[config.mk]
export PLATFORM = sky130hd
export DESIGN_NAME = pes_top
export DESIGN_NICKNAME = d
export VERILOG_FILES = /design/src/hdl/pes_top.v /design/src/hdl/pes_bank.v
export VERILOG_INCLUDE_DIRS = /design/src /design/src/include
export SDC_FILE = /design/constraint.sdc
export NUM_CORES = 1
export LEC_CHECK = 0
export BUFFER_PORTS_ARGS = -buffer_cell sky130_fd_sc_hd__buf_2
export CAP_MARGIN = 30
export CORE_MARGIN = 4
export CORE_UTILIZATION = 53
export CTS_CLUSTER_DIAMETER = 200
export DETAILED_ROUTE_END_ITERATION = 10
export PLACE_DENSITY = 0.82
export SLEW_MARGIN = 20
export SYNTH_ARGS = -nofsm -noshare
export SYNTH_HDL_FRONTEND = slang
export SYNTH_HIERARCHICAL = 1
export SYNTH_SLANG_ARGS = --single-unit
[constraint.sdc]
create_clock -name sys_clk -period 2.2 [get_ports sys_clk]
set_input_delay 0.11 -clock sys_clk [delete_from_list [all_inputs] [get_ports sys_clk]]
set_output_delay 0.11 -clock sys_clk [all_outputs]
set_load 0.05 [all_outputs]
[src/include/pes_map.vh]
`ifndef PES_MAP_VH
`define PES_MAP_VH
`define PES_ECR_OFFSET 16'h00f0
`define PES_ESR_OFFSET 16'h00f8
`define PES_OVR_BIT 31
`define PES_CAUSE_HI 27
`define PES_CAUSE_LO 24
`define PES_GROUP_HI 23
`define PES_GROUP_LO 16
`define PES_INDEX_HI 15
`define PES_INDEX_LO 0
`define PES_IRQEN_BIT 0
`define PES_ESR_RESET 32'h00000000
`define PES_ECR_RESET 32'h00000000
`define PES_ESR_WMASK 32'h8fffffff
`define PES_CAUSE_NONE 4'h0
`define PES_CAUSE_PSEL 4'h1
`define PES_CAUSE_REQ_PART 4'h2
`define PES_CAUSE_MON_ID 4'h3
`define PES_CAUSE_REQ_GRP 4'h4
`define PES_CAUSE_MONITOR_SELECTOR 4'h5
`define PES_CAUSE_INT_PART 4'h6
`define PES_CAUSE_INTERNAL 4'h7
`endif

[src/hdl/pes_top.v]
`include "pes_map.vh"

////////////////////////////////////////////////////////////////////////////////
// Contract
// - Bit 31 marks overwritten, latest kept
// - Hardware never sets overwrite with zero cause
// - Bits 27:24 hold cause codes 0..7 from hardware; software may write any value
// - Bits 23:16 group, else zero
// - Bits 15:0 partition when captured
// - Bits 15:0 monitor index when captured
// - Bits 15:0 zero when nothing captured
// - Register errors record syndrome, raise interrupt
// - Errors never block request service
// - Partition selector out of range: cause 1
// - Request partition out of range: cause 2
// - Cause-2 request uses default partition
// - Monitor config id out of range: cause 3
// - Request group out of range: cause 4
// - Cause-4 request uses default group
// - Monitor selector out of range: cause 5
// - Internal partition out of range: cause 6
// - Unexpected internal flag: cause 7
// - Bank chosen by access or request security
// - Syndrome at 0x00f8, banked, read-write
// - Interrupt only when bank enable set
// - Each error overwrites, config beating a same-cycle request in one bank; flag if cause held
// - Errored config read returns undefined data
module pes_top #(
	parameter PART_W = 16,
	parameter GROUP_W = 8,
	parameter MON_W = 16,
	parameter [15:0] PART_MAX_S = 16'h00ff,
	parameter [15:0] PART_MAX_NS = 16'h00ff,
	parameter [15:0] INT_PART_MAX_S = 16'h000f,
	parameter [15:0] INT_PART_MAX_NS = 16'h000f,
	parameter [7:0] GROUP_MAX_S = 8'h01,
	parameter [7:0] GROUP_MAX_NS = 8'h01,
	parameter [15:0] MON_MAX = 16'h0007,
	parameter [15:0] DEFAULT_PART = 16'h0000,
	parameter [7:0] DEFAULT_GROUP = 8'h00
) (
	input wire sys_clk,
	input wire sys_rst,
	// Register port
	input wire reg_valid,
	input wire reg_write,
	input wire access_security_bit,
	input wire [15:0] reg_offset,
	input wire [31:0] reg_wdata,
	output reg reg_ready,
	output reg [31:0] reg_rdata,
	// Configuration access check, supplied by the controller
	input wire cfg_check,
	input wire cfg_security_bit,
	input wire cfg_part_store,
	input wire cfg_mon_cfg_write,
	input wire cfg_mon_store,
	input wire cfg_map_write,
	input wire cfg_expects_internal,
	input wire cfg_internal_flag,
	input wire [PART_W-1:0] cfg_partition,
	input wire [GROUP_W-1:0] cfg_group,
	input wire [MON_W-1:0] monitor_selector,
	input wire [PART_W-1:0] internal_partition,
	// Incoming memory request
	input wire req_valid,
	input wire request_security_bit,
	input wire [PART_W-1:0] requested_partition,
	input wire [GROUP_W-1:0] req_group,
	output reg out_valid,
	output reg out_security_bit,
	output reg [PART_W-1:0] out_partition,
	output reg [GROUP_W-1:0] out_group,
	output reg out_group_mismatch,
	output reg error_irq
);

	////////////////////////////////////////////////////////////////////////////
	// Range checks

	wire [15:0] part_ext;
	wire [15:0] cpart_ext;
	wire [15:0] ipart_ext;
	wire [15:0] mon_ext;
	wire [7:0] grp_ext;
	wire [7:0] cgrp_ext;
	wire [15:0] req_pmax;
	wire [7:0] req_gmax;
	wire [15:0] cfg_pmax;
	wire [15:0] cfg_imax;
	wire [7:0] cfg_gmax;
	assign part_ext = requested_partition;
	assign cpart_ext = cfg_partition;
	assign ipart_ext = internal_partition;
	assign mon_ext = monitor_selector;
	assign grp_ext = req_group;
	assign cgrp_ext = cfg_group;
	assign req_pmax = request_security_bit ? PART_MAX_NS : PART_MAX_S;
	assign req_gmax = request_security_bit ? GROUP_MAX_NS : GROUP_MAX_S;
	assign cfg_pmax = cfg_security_bit ? PART_MAX_NS : PART_MAX_S;
	assign cfg_imax = cfg_security_bit ? INT_PART_MAX_NS : INT_PART_MAX_S;
	assign cfg_gmax = cfg_security_bit ? GROUP_MAX_NS : GROUP_MAX_S;

	wire req_part_bad;
	wire req_grp_bad;
	assign req_part_bad = req_valid && (part_ext > req_pmax);
	assign req_grp_bad = req_valid && (grp_ext > req_gmax);

	// Configuration errors, priority: selector, internal flag, map, monitor
	reg cfg_err;
	reg [3:0] cfg_cause;
	reg [7:0] cfg_egrp;
	reg [15:0] cfg_eidx;
	always @* begin
		cfg_err = 1'b0;
		cfg_cause = `PES_CAUSE_NONE;
		cfg_egrp = 8'h00;
		cfg_eidx = 16'h0000;
		if (cfg_check) begin
			if (cfg_part_store && cpart_ext > cfg_pmax) begin
				cfg_err = 1'b1;
				cfg_cause = `PES_CAUSE_PSEL;
				cfg_eidx = cpart_ext;
			end else if (cfg_part_store && cfg_internal_flag && !cfg_expects_internal) begin
				cfg_err = 1'b1;
				cfg_cause = `PES_CAUSE_INTERNAL;
				cfg_eidx = cpart_ext;
			end else if (cfg_map_write && ipart_ext > cfg_imax) begin
				cfg_err = 1'b1;
				cfg_cause = `PES_CAUSE_INT_PART;
				cfg_eidx = ipart_ext;
			end else if (cfg_mon_store && mon_ext > MON_MAX) begin
				cfg_err = 1'b1;
				cfg_cause = `PES_CAUSE_MONITOR_SELECTOR;
				cfg_eidx = mon_ext;
			end else if (cfg_mon_cfg_write && (cpart_ext > cfg_pmax || cgrp_ext > cfg_gmax)) begin
				cfg_err = 1'b1;
				cfg_cause = `PES_CAUSE_MON_ID;
				cfg_egrp = cgrp_ext;
				cfg_eidx = cpart_ext;
			end
		end
	end

	wire req_err;
	wire [3:0] req_cause;
	assign req_err = req_part_bad || req_grp_bad;
	// Partition fault outranks group fault; both capture the same fields
	assign req_cause = req_part_bad ? `PES_CAUSE_REQ_PART : `PES_CAUSE_REQ_GRP;

	////////////////////////////////////////////////////////////////////////////
	// Register access decode

	wire rd_req;
	wire wr_req;
	wire esr_hit;
	wire ecr_hit;
	assign rd_req = reg_valid && !reg_write;
	assign wr_req = reg_valid && reg_write;
	assign esr_hit = reg_offset == `PES_ESR_OFFSET;
	assign ecr_hit = reg_offset == `PES_ECR_OFFSET;

	// Software reaches only the bank of its own security state
	wire esr_we_s;
	wire esr_we_ns;
	wire ecr_we_s;
	wire ecr_we_ns;
	assign esr_we_s = wr_req && esr_hit && !access_security_bit;
	assign esr_we_ns = wr_req && esr_hit && access_security_bit;
	assign ecr_we_s = wr_req && ecr_hit && !access_security_bit;
	assign ecr_we_ns = wr_req && ecr_hit && access_security_bit;

	////////////////////////////////////////////////////////////////////////////
	// Error routing: config errors by access bank, request errors by request bank

	wire cfg_hit_s;
	wire cfg_hit_ns;
	wire req_hit_s;
	wire req_hit_ns;
	assign cfg_hit_s = cfg_err && !cfg_security_bit;
	assign cfg_hit_ns = cfg_err && cfg_security_bit;
	assign req_hit_s = req_err && !request_security_bit;
	assign req_hit_ns = req_err && request_security_bit;

	// Config error wins when both strike one bank in a cycle; the
	// request error is then lost, costing only its syndrome record
	wire err_s;
	wire err_ns;
	wire [3:0] cause_s;
	wire [3:0] cause_ns;
	wire [7:0] group_s;
	wire [7:0] group_ns;
	wire [15:0] index_s;
	wire [15:0] index_ns;
	assign err_s = cfg_hit_s || req_hit_s;
	assign err_ns = cfg_hit_ns || req_hit_ns;
	assign cause_s = cfg_hit_s ? cfg_cause : req_cause;
	assign cause_ns = cfg_hit_ns ? cfg_cause : req_cause;
	assign group_s = cfg_hit_s ? cfg_egrp : grp_ext;
	assign group_ns = cfg_hit_ns ? cfg_egrp : grp_ext;
	assign index_s = cfg_hit_s ? cfg_eidx : part_ext;
	assign index_ns = cfg_hit_ns ? cfg_eidx : part_ext;

	////////////////////////////////////////////////////////////////////////////
	// Banks: secure and non-secure syndrome plus enable

	wire [31:0] esr_s;
	wire [31:0] esr_ns;
	wire ien_s;
	wire ien_ns;

	pes_bank u_bank_s (
		.sys_clk(sys_clk),
		.sys_rst(sys_rst),
		.sw_esr_we(esr_we_s),
		.sw_ecr_we(ecr_we_s),
		.sw_wdata(reg_wdata),
		.err_valid(err_s),
		.err_cause(cause_s),
		.err_group(group_s),
		.err_index(index_s),
		.esr(esr_s),
		.irq_enable(ien_s)
	);

	pes_bank u_bank_ns (
		.sys_clk(sys_clk),
		.sys_rst(sys_rst),
		.sw_esr_we(esr_we_ns),
		.sw_ecr_we(ecr_we_ns),
		.sw_wdata(reg_wdata),
		.err_valid(err_ns),
		.err_cause(cause_ns),
		.err_group(group_ns),
		.err_index(index_ns),
		.esr(esr_ns),
		.irq_enable(ien_ns)
	);

	////////////////////////////////////////////////////////////////////////////
	// Register read port

	wire [31:0] esr_sel;
	wire ien_sel;
	assign esr_sel = access_security_bit ? esr_ns : esr_s;
	assign ien_sel = access_security_bit ? ien_ns : ien_s;

	// Read data holds between reads, so a late sample still sees it
	always @(posedge sys_clk or posedge sys_rst) begin
		if (sys_rst) begin
			reg_ready <= 1'b0;
			reg_rdata <= 32'h00000000;
		end else begin
			reg_ready <= reg_valid;
			// Errored config reads land here too; data is not guaranteed
			if (rd_req) begin
				if (esr_hit) begin
					reg_rdata <= esr_sel;
				end else if (ecr_hit) begin
					reg_rdata <= {31'h00000000, ien_sel};
				end else begin
					reg_rdata <= 32'h00000000;
				end
			end
		end
	end

	////////////////////////////////////////////////////////////////////////////
	// Request pass-through

	// Requests always pass; any bad id swaps both ids for the defaults
	always @(posedge sys_clk or posedge sys_rst) begin
		if (sys_rst) begin
			out_valid <= 1'b0;
			out_security_bit <= 1'b0;
			out_partition <= {PART_W{1'b0}};
			out_group <= {GROUP_W{1'b0}};
			out_group_mismatch <= 1'b0;
		end else begin
			out_valid <= req_valid;
			out_security_bit <= request_security_bit;
			out_partition <= req_err ? DEFAULT_PART[PART_W-1:0] : requested_partition;
			out_group <= req_err ? DEFAULT_GROUP[GROUP_W-1:0] : req_group;
			out_group_mismatch <= req_grp_bad;
		end
	end

	////////////////////////////////////////////////////////////////////////////
	// Interrupt

	wire held_s;
	wire held_ns;
	assign held_s = esr_s[`PES_CAUSE_HI:`PES_CAUSE_LO] != `PES_CAUSE_NONE;
	assign held_ns = esr_ns[`PES_CAUSE_HI:`PES_CAUSE_LO] != `PES_CAUSE_NONE;

	// Level, not pulse: clearing the cause or the enable drops it
	always @(posedge sys_clk or posedge sys_rst) begin
		if (sys_rst) begin
			error_irq <= 1'b0;
		end else begin
			error_irq <= (ien_s && held_s) || (ien_ns && held_ns);
		end
	end

endmodule

[src/hdl/pes_bank.v]
`include "pes_map.vh"

// One security bank: syndrome plus interrupt enable
module pes_bank (
	input wire sys_clk,
	input wire sys_rst,
	input wire sw_esr_we,
	input wire sw_ecr_we,
	input wire [31:0] sw_wdata,
	input wire err_valid,
	input wire [3:0] err_cause,
	input wire [7:0] err_group,
	input wire [15:0] err_index,
	output reg [31:0] esr,
	output reg irq_enable
);

	wire cause_held;
	assign cause_held = esr[`PES_CAUSE_HI:`PES_CAUSE_LO] != `PES_CAUSE_NONE;

	always @(posedge sys_clk or posedge sys_rst) begin
		if (sys_rst) begin
			esr <= `PES_ESR_RESET;
			irq_enable <= 1'b0;
		end else begin
			// Error wins over a software write in the same cycle
			if (err_valid && err_cause != `PES_CAUSE_NONE) begin
				esr <= {cause_held, 3'b000, err_cause, err_group, err_index};
			end else if (sw_esr_we) begin
				esr <= sw_wdata & `PES_ESR_WMASK;
			end
			if (sw_ecr_we) begin
				irq_enable <= sw_wdata[`PES_IRQEN_BIT];
			end
		end
	end

endmodule

## Word level (Yosys, flattened, before mapping)

Index checks and enable logic that the tools add are counted.

- Magnitude comparators: 6
- Equal/unequal tests: 2
- Multiplexer cells: 41
- Reduce and logical (&&, ||, !) cells: 40

Operator list:

| operator | count |
|---|---|
| $mux 32 | 6 |
| $mux 16 | 9 |
| $mux 8 | 9 |
| $eq 16x8->1 const B | 2 |
| $gt 16x8->1 const B | 2 |
| $logic_and 1x1->1 | 24 |
| $gt 16x3->1 const B | 1 |
| $gt 16x4->1 const B | 1 |
| $gt 8x1->1 const B | 2 |
| $reduce_bool 4->1 | 4 |
| $mux 3 | 5 |
| $mux 4 | 3 |
| $mux 1 | 8 |
| $logic_not 1->1 | 5 |
| $logic_or 1x1->1 | 5 |
| $reduce_bool 2->1 | 2 |
| $mux 2 | 1 |

- Register bits: 127
- Input bits: 143
- Logic and storage cells: 101

## Depth between registers and ports, before layout

Gate-level depths: netlist (run 1).

- Depth after elaboration: 14
- Gate-level depth with buffers: 10

## Hierarchy

Netlist (run 1), hierarchy kept.

By module, submodules not included:

| module | times used | cells an instance | area each (um^2) | sequential area each (um^2) |
|---|---|---|---|---|
| pes_top | 1 | 471 | 3,916.3 | 1,526.5 |
| pes_bank | 2 | 106 | 1,508.9 | 750.7 |

## Worst setup path after synthesis (run 1)

Ideal clock, no wire load.

- Kind: input to register
- Start point: in cfg_partition[11]
- End point: reg u_bank_s.esr[10]
- Setup time: 0.125 ns
- Arrival: 3.017 ns
- Data required time: 2.075 ns
- Setup slack: -0.941 ns
- Cell stages on the path: 9
- Path buffers: 3
- Cell sequence: or4_4 o41ai_4 a41o_1 buf_2 buf_4 o21ai_0 o41ai_4 buf_6 mux2_2

- Cells in the longest elaborated chain, start to end: 14

RTL lines:

| what | line | text |
|---|---|---|
| from (decl) | pes_top.v:61 | `input wire [PART_W-1:0] cfg_partition,` |
| $gt 16x8->1 * | pes_top.v:120, pes_top.v:136 |  |
| $logic_or 1x1->1 | pes_top.v:136 | `end else if (cfg_mon_cfg_write && (cpart_ext > cfg_pmax \|\| cgrp_ext > cfg_gmax)) begin` |
| $logic_and 1x1->1 | pes_top.v:136 |  |
| $mux 1 | pes_top.v:136 |  |
| $mux 1 | pes_top.v:132 | `end else if (cfg_mon_store && mon_ext > MON_MAX) begin` |
| $mux 1 | pes_top.v:128 | `end else if (cfg_map_write && ipart_ext > cfg_imax) begin` |
| $mux 1 | pes_top.v:124 | `end else if (cfg_part_store && cfg_internal_flag && !cfg_expects_internal) begin` |
| $mux 1 | pes_top.v:120 | `if (cfg_part_store && cpart_ext > cfg_pmax) begin` |
| $mux 1 | pes_top.v:119 | `if (cfg_check) begin` |
| $logic_and 1x1->1 | pes_top.v:180 | `assign cfg_hit_s = cfg_err && !cfg_security_bit;` |
| $mux 4 * | pes_top.v:197 | `assign cause_s = cfg_hit_s ? cfg_cause : req_cause;` |
| net cause_s[1] | pes_top.v:189 | `wire [3:0] cause_s;` |
| $reduce_bool 4->1 (no source line) * | -- |  |
| $logic_and 1x1->1 (no source line) * | -- |  |
| $mux 32 or $reduce_bool 2->1 (tied branches) | -- |  |
| to (signal assigned) | pes_bank.v:23 | `` esr <= `PES_ESR_RESET; `` |
| to (signal assigned) | pes_bank.v:28 | `esr <= {cause_held, 3'b000, err_cause, err_group, err_index};` |
| to (signal assigned) | pes_bank.v:30 | `` esr <= sw_wdata & `PES_ESR_WMASK; `` |
| to (decl) | pes_bank.v:14 | `output reg [31:0] esr,` |

Mark *: on every way through the listed nets, which the timed path passes. The rest lies on a longest branch.
A chain may end at the register's enable or synchronous reset.

## Final worst setup path (run 1)

- Start point: in cfg_partition[12]
- End point: reg u_bank_s.esr[1]

The elaborated chain is that of the path after synthesis.

==> key figures, run 1 <==
Worst setup path
  • Crit path max-delay family: compound AO/OA/AOI/OAI gates
  • CP Launch Type: primary input
  • Cell repeated most along the worst path: o41ai_4
  • R2r worst-path depth: 3
  • Worst path slowest cell: or4_4
  • Crit end category: register
  • Critical Path RT: 2490 ps
  • CP Cell Sequence: buf_6 > or4_4 > o41ai_4 > buf_4 > a41o_4 > nor2_2 > o41ai_4 > buf_12 > mux2_2
  • Reg-to-Reg End: reg_rdata[0]
  • CP startpoint: cfg_partition[12]
  • Worst Setup EP: u_bank_s/esr[1]
  • R2r setup slk: 1020 ps
  • Crit-path max cell delay: 560 ps
  • Arr. time, crit path: 2750 ps
  • Crit path buffers/inverters: 3
  • Kind of critical path: primary input to register
  • WP depth: 9
  • Worst R2R Start: u_bank_ns/esr[0]
  • CP max FO: 25

Final layout
  • Ant diodes: 0
  • Share of post-route cells with drive strength above 1: 46.9%
  • Final nets: 1,148
  • Commonest cells after routing, fill and taps aside: buf_2 (198), dfrtp_1 (121), nand2_1 (113)
  • P&R area growth vs syn: 43.6%
  • Commonest non-fill, non-tap cell in the layout: buf_2
  • Non-Filler Instances: 1,189

STA
  • Final setup TNS: -12,050 ps
  • Fmax: 407 MHz
  • Worst Slack Setup Final: -257 ps
  • Min Tclk post-route: 2460 ps
  • Final Hold Viols: 0
  • Final clock skew: 13.7 ps
  • Final worst path period share: 112%
  • Least-Margin Pin Slew: 578 ps
  • RSZ-0062 raised after global routing: yes
  • Max transition margin: 61.4%
  • Pins Over Slew Limit: 0
  • Final setup fails: 58

Die
  • I/O pins: 204
  • Row Count: 41
  • Core ar.: 12,700 µm²
  • Initial core utilization: 54.5%
  • Die ar.: 15,000 µm²
  • DIE WIDTH: 122 µm
  • Chip Height: 122 µm

Place
  • Buffers on Ports: 200
  • Placed cells: 1,120
  • Gpl congestion: 0.991
  • DP Worst Slack: -739 ps
  • Hpwl dp: 16.1 mm

Clock network
  • Bufs on Longest Clock Path: 2
  • CTS tree: yes
  • Clk sinks: 121
  • Clock root cell: clkbuf_16
  • Clock-pin slew on the worst setup and hold paths: 50 ps
  • Number of buffers created by CTS: 17
  • CTS H-tree lvls: 4
  • Clock Latency Late Sink: 420 ps

Detailed routing
  • Vias/cell: 6.04
  • Drt pass-1 iters: 5
  • Total wire length: 25.4 mm
  • Starting DRT DRC Count: 666
  • Vias: 7,187
  • Routed len/inst: 21.4 µm
  • Detailed-route DRC error count: 0
  • Antenna violation net count after detailed routing: 0

Run status
  • Failing checks: setup timing
  • Status: finished, violations left

GRT
  • Met3 Use GR: 8.16%
  • Layer with the highest usage: met2
  • GRT Total Usage: 32.6%
  • First-pass GRT wire length: 37.3 mm
  • Largest net degree at the start of global routing: 39
  • Global route overflow: 0
  • Grt met2 use: 53.0%
  • Vias in the first global route: 6,960
  • Antenna violations before repair: 0
  • Met1 global-route usage: 40.8%

Synth
  • Synth Register Bits: 121
  • Avg Inst Size Synth: 10.2 µm²
  • Register area share after synthesis: 43.7%
  • Synth cell types: 51
  • Post-synth EDFFs: 0
  • Synthesized cell area: 6930 µm²
  • Ys Warns: 6
  • Ys async rst share: 100%
  • Synth Instances: 683
  • Main flop type after synthesis: dfrtp_1

Power
  • Peak supply drop: 0.622 mV
  • Leakage: 4.99 nW
  • P per Cell Area: 678 nW/µm²

Flow run
  • Maxcap violations: 0

Hold path
  • Hold Path Class: primary input to register
  • Hold Path Depth: 3
[logic make-up after synthesis]
group / after synthesis / synth area share, %
muxes: 143 / 22.6
AOI/OAI and AO/OA: 154 / 15.2
and+or+nand+nor: 199 / 13.6
buffers and inverters: 63 / 4.71
other: 3 / 0.162
DFF: 121 / 43.7
[power by group]
| group | internal (W) | switching [W] | total (W) |
|---|---|---|---|
| Clock | 0.00151 | 0.00100 | 0.00251 |
| Sequential | 0.00245 | 0.000144 | 0.00259 |
| Combinational | 0.000820 | 0.000829 | 0.00165 |
| Total | 0.00478 | 0.00197 | 0.00675 |
[per-layer routing]
layer	share of wire [%]	up-vias	wire length, µm
met5	0	-	0
met4	4.9	0	1240
met3	11	119	2710
met2	46	566	11800
met1	38	3407	9740
li1	-	3095	-
[flip-flops by register name (all words and copies together) (netlist names)]
| name | flops |
|---|---|
| reg_rdata | 32 |
| u_bank_ns/esr | 29 |
| u_bank_s/esr | 29 |
| out_partition | 16 |
| out_group | 8 |
| error_irq | 1 |
| out_group_mismatch | 1 |
| out_security_bit | 1 |
| out_valid | 1 |
| reg_ready | 1 |
| u_bank_ns/irq_enable | 1 |
| u_bank_s/irq_enable | 1 |
[through the flow]
| step | util, % | hold WS (ps) | power [W] | cell area, µm² |
|---|---|---|---|---|
| 2_1_floorplan | - | 141 | 0.00344 | 7030 |
| 3_3_place_gp | 69.4 | 214 | 0.00390 | 8830 |
| 3_5_place_dp | 69.4 | 222 | 0.00397 | 8830 |
| 4_1_cts | 77.3 | 13.0 | 0.00659 | 9840 |
| 5_1_grt | 78.3 | 43.5 | 0.00699 | 9960 |
| 6_report | 78.3 | 23.4 | 0.00675 | 9960 |
[worst reg2reg max path: cells and delay by family (launching register included)]
family	cells	cell delay, ps
simple gates	1	80
mux	1	480
flops	1	400
compound gates	1	80
[synthesized netlist by cell type (all sizes together), types with 5 or more instances]
master	number	area share [%]
mux2i	44	6.4
o21ai	76	5.5
a21oi	8	0.58
clkbuf	21	1.1
o41ai	6	1.6
and2	25	2.3
buf	27	2.8
a31oi	5	0.45
nor4	9	0.81
nand2	114	6.2
nor2	17	0.92
inv	15	0.81
a22oi	7	0.76
or4	9	1.1
dfrtp	121	44
nor3	9	0.72
a2bb2oi	5	0.63
o31ai	26	3.0
mux2	98	16
[final cells by class]
type | count | area [µm²]
Tap cell | 172 | 215
Inverter | 15 | 56.3
Multi-Input combinational cell | 508 | 3850
Clock buffer | 23 | 478
Clock inverter | 8 | 47.5
Fill cell | 784 | 2770
Timing Repair Buffer | 342 | 2280
Sequential cell | 121 | 3030
[how the worst min path moves through the flow]
stage | from | end | slack (ps)
2_1_floorplan | request_security_bit | out_security_bit | 140
3_3_place_gp | sys_rst | reg_rdata[18] | 210
3_5_place_dp | sys_rst | reg_rdata[18] | 220
4_1_cts | reg_wdata[24] | u_bank_s/esr[24] | 10
5_1_grt | req_valid | out_group_mismatch | 40
6_report | reg_wdata[27] | u_bank_ns/esr[27] | 20
[repair_timing]
item,4_1_cts,5_1_grt
setup endpoints to repair,58,58
pin swaps,9,9
resized for setup,46,23
buffers inserted,8,5
gates cloned,1,0
hold endpoints to repair,108,0
hold buffers,25,0
Note: power is estimated with default switching activity, not from simulation.
==> inputs of run 2 (changes only) <==
Settings changed: SETUP_SLACK_MARGIN set to 0.3.
Clock period 2.2 ns to 2.8 ns, I/O delays scaled along.
==> run 2 against run 1 <==
The run now ends clean. Via count decreased by 8.0%. Non-clock buffer count down 60. Combinational power decreased by 32%. Die area did not move. Sequential share of layout area is 2.0 points higher. Largest power group is now clock.
==> key figures, run 2 (synthesized netlist as in run 1, its figures left out) <==
STA
  • Final setup fails: 0
  • Final setup TNS: 0 ps
  • Pins Over Slew Limit: 0
  • Fmax: 399 MHz
  • RSZ-0062 raised after global routing: yes
  • Least-Margin Pin Slew: 927 ps
  • Worst Slack Setup Final: 293 ps
  • Fin Hold WS: 18.1 ps
  • Final Hold Viols: 0
  • Min Tclk post-route: 2510 ps
  • Final worst path period share: 89.5%
  • Max transition margin: 38.1%
  • Final clock skew: 7.87 ps

Final layout
  • Share of post-route cells with drive strength above 1: 43.4%
  • Final nets: 1,088
  • Commonest non-fill, non-tap cell in the layout: buf_2
  • Filler cell count: 872
  • Commonest cells after routing, fill and taps aside: buf_2 (200), dfrtp_1 (121), nand2_1 (114)
  • Largest Register: reg_rdata
  • Biggest registers after layout: reg_rdata (32), u_bank_ns/esr (29), u_bank_s/esr (29)
  • P&R area growth vs syn: 34.6%
  • Ant diodes: 0
  • Largest register FFs: 32
  • Fin area: 9330 µm²

GRT
  • Largest net degree at the start of global routing: 49
  • Met1 global-route usage: 38.5%
  • Layer with the highest usage: met2
  • First-pass GRT wire length: 33.6 mm
  • Vias in the first global route: 6,477
  • Grt met2 use: 47.5%
  • Global route overflow: 0
  • Met3 Use GR: 5.94%
  • GRT Total Usage: 29.2%
  • Antenna violations before repair: 0

Clock network
  • Clock-pin slew on the worst setup and hold paths: 60 ps
  • Clk sinks: 121
  • Clock Latency Late Sink: 420 ps
  • Bufs on Longest Clock Path: 2
  • CTS tree: yes
  • Clock root cell: clkbuf_16
  • Number of buffers created by CTS: 17
  • CTS H-tree lvls: 4

Power
  • Leakage: 4.57 nW
  • Peak supply drop: 0.427 mV
  • P per Cell Area: 558 nW/µm²
  • Pwr Total: 0.00520 W

Place
  • Buffers on Ports: 200
  • Placed cell areas: 8400 µm²
  • Gpl congestion: 0.966
  • DP Worst Slack: -185 ps
  • Hpwl dp: 15.2 mm

Detailed routing
  • Vias: 6,612
  • Routed len/inst: 19.9 µm
  • Drt pass-1 iters: 6
  • Antenna violation net count after detailed routing: 0
  • Vias/cell: 5.85
  • Total wire length: 22.5 mm
  • Starting DRT DRC Count: 700
  • Detailed-route DRC error count: 0

Die
  • Row Count: 41
  • Core ar.: 12,700 µm²
  • Initial core utilization: 54.5%
  • Die ar.: 15,000 µm²
  • DIE WIDTH: 122 µm
  • I/O pins: 204
  • Chip Height: 122 µm

Worst setup path
  • Arr. time, crit path: 2800 ps
  • Crit end category: register
  • CP max FO: 25
  • CP Launch Type: primary input
  • Kind of critical path: primary input to register
  • Critical Path RT: 3100 ps

Flow run
  • Maxcap violations: 0

Hold path
  • Hold Path Class: primary input to register

Run status
  • Status: completed
-- run 2: cell count changes in the layout (fill, tap and decap cells not counted), sizes merged --
cell         delta
clkinv          +2
inv             +1
dlygate4sd3     -1
buf            -61
clkbuf          -4
bufinv          +1
clkinvlp        +3
-- run 2: critical path, cell delays in order --
cell	delay (ps)
buf_2	120
or4_1	610
o31ai_4	390
nand2_1	140
o21ai_0	220
buf_4	170
mux2i_2	90
o41ai_4	290
buf_12	240
mux2_2	370
-- run 2: worst paths after layout --
check                                  startpoint                to  slack [ps]  cells past startpoint
max                        internal_partition[15]  u_bank_s/esr[14]         290                     10
min                                  req_group[5]      out_group[5]          20                      2
max reg2reg                  u_bank_ns/irq_enable      reg_rdata[0]        1650                      3
min reg2reg                         reg_rdata[22]     reg_rdata[22]         470                      2
max in group asynchronous                 sys_rst      reg_rdata[7]        1530                      4
min in group asynchronous                 sys_rst     reg_rdata[17]         360                      3
-- run 2: per-stage QoR --
stage	utilization [%]	instances
2_1_floorplan	-	692
3_3_place_gp	66.0	1067
3_5_place_dp	66.0	1067
4_1_cts	72.3	1124
5_1_grt	73.3	1130
6_report	73.3	1130
-- run 2: timing repair --
action,4_1_cts,5_1_grt
resized for setup,0,9
endpoints found under the hold margin,110,0
pin swaps,1,5
setup endpoints to repair,24,49
hold buffers,24,0
cloned,0,3
setup buffers,1,3
-- run 2: metal layers --
layer | routed length [µm] | part of all wire [%]
met1 | 9050 | 40
met2 | 10600 | 47
met3 | 1990 | 8.9
met4 | 811 | 3.6
met5 | 0 | 0
-- run 2: layout make-up --
cell class / count / area (µm²) / area share, %
clock buffer: 17 / 425 / 4.56
inverter: 15 / 56.3 / 0.603
tap: 172 / 215 / 2.31
multi-input combinational: 508 / 3710 / 39.7
sequential: 121 / 3030 / 32.5
timing repair buffer: 282 / 1770 / 19.0
clock inverter: 15 / 130 / 1.39
-- run 2: report_power, final --
part	internal, W	switching (W)
logic	0.000543	0.000584
registers	0.00192	0.000103
clock network	0.00121	0.000837
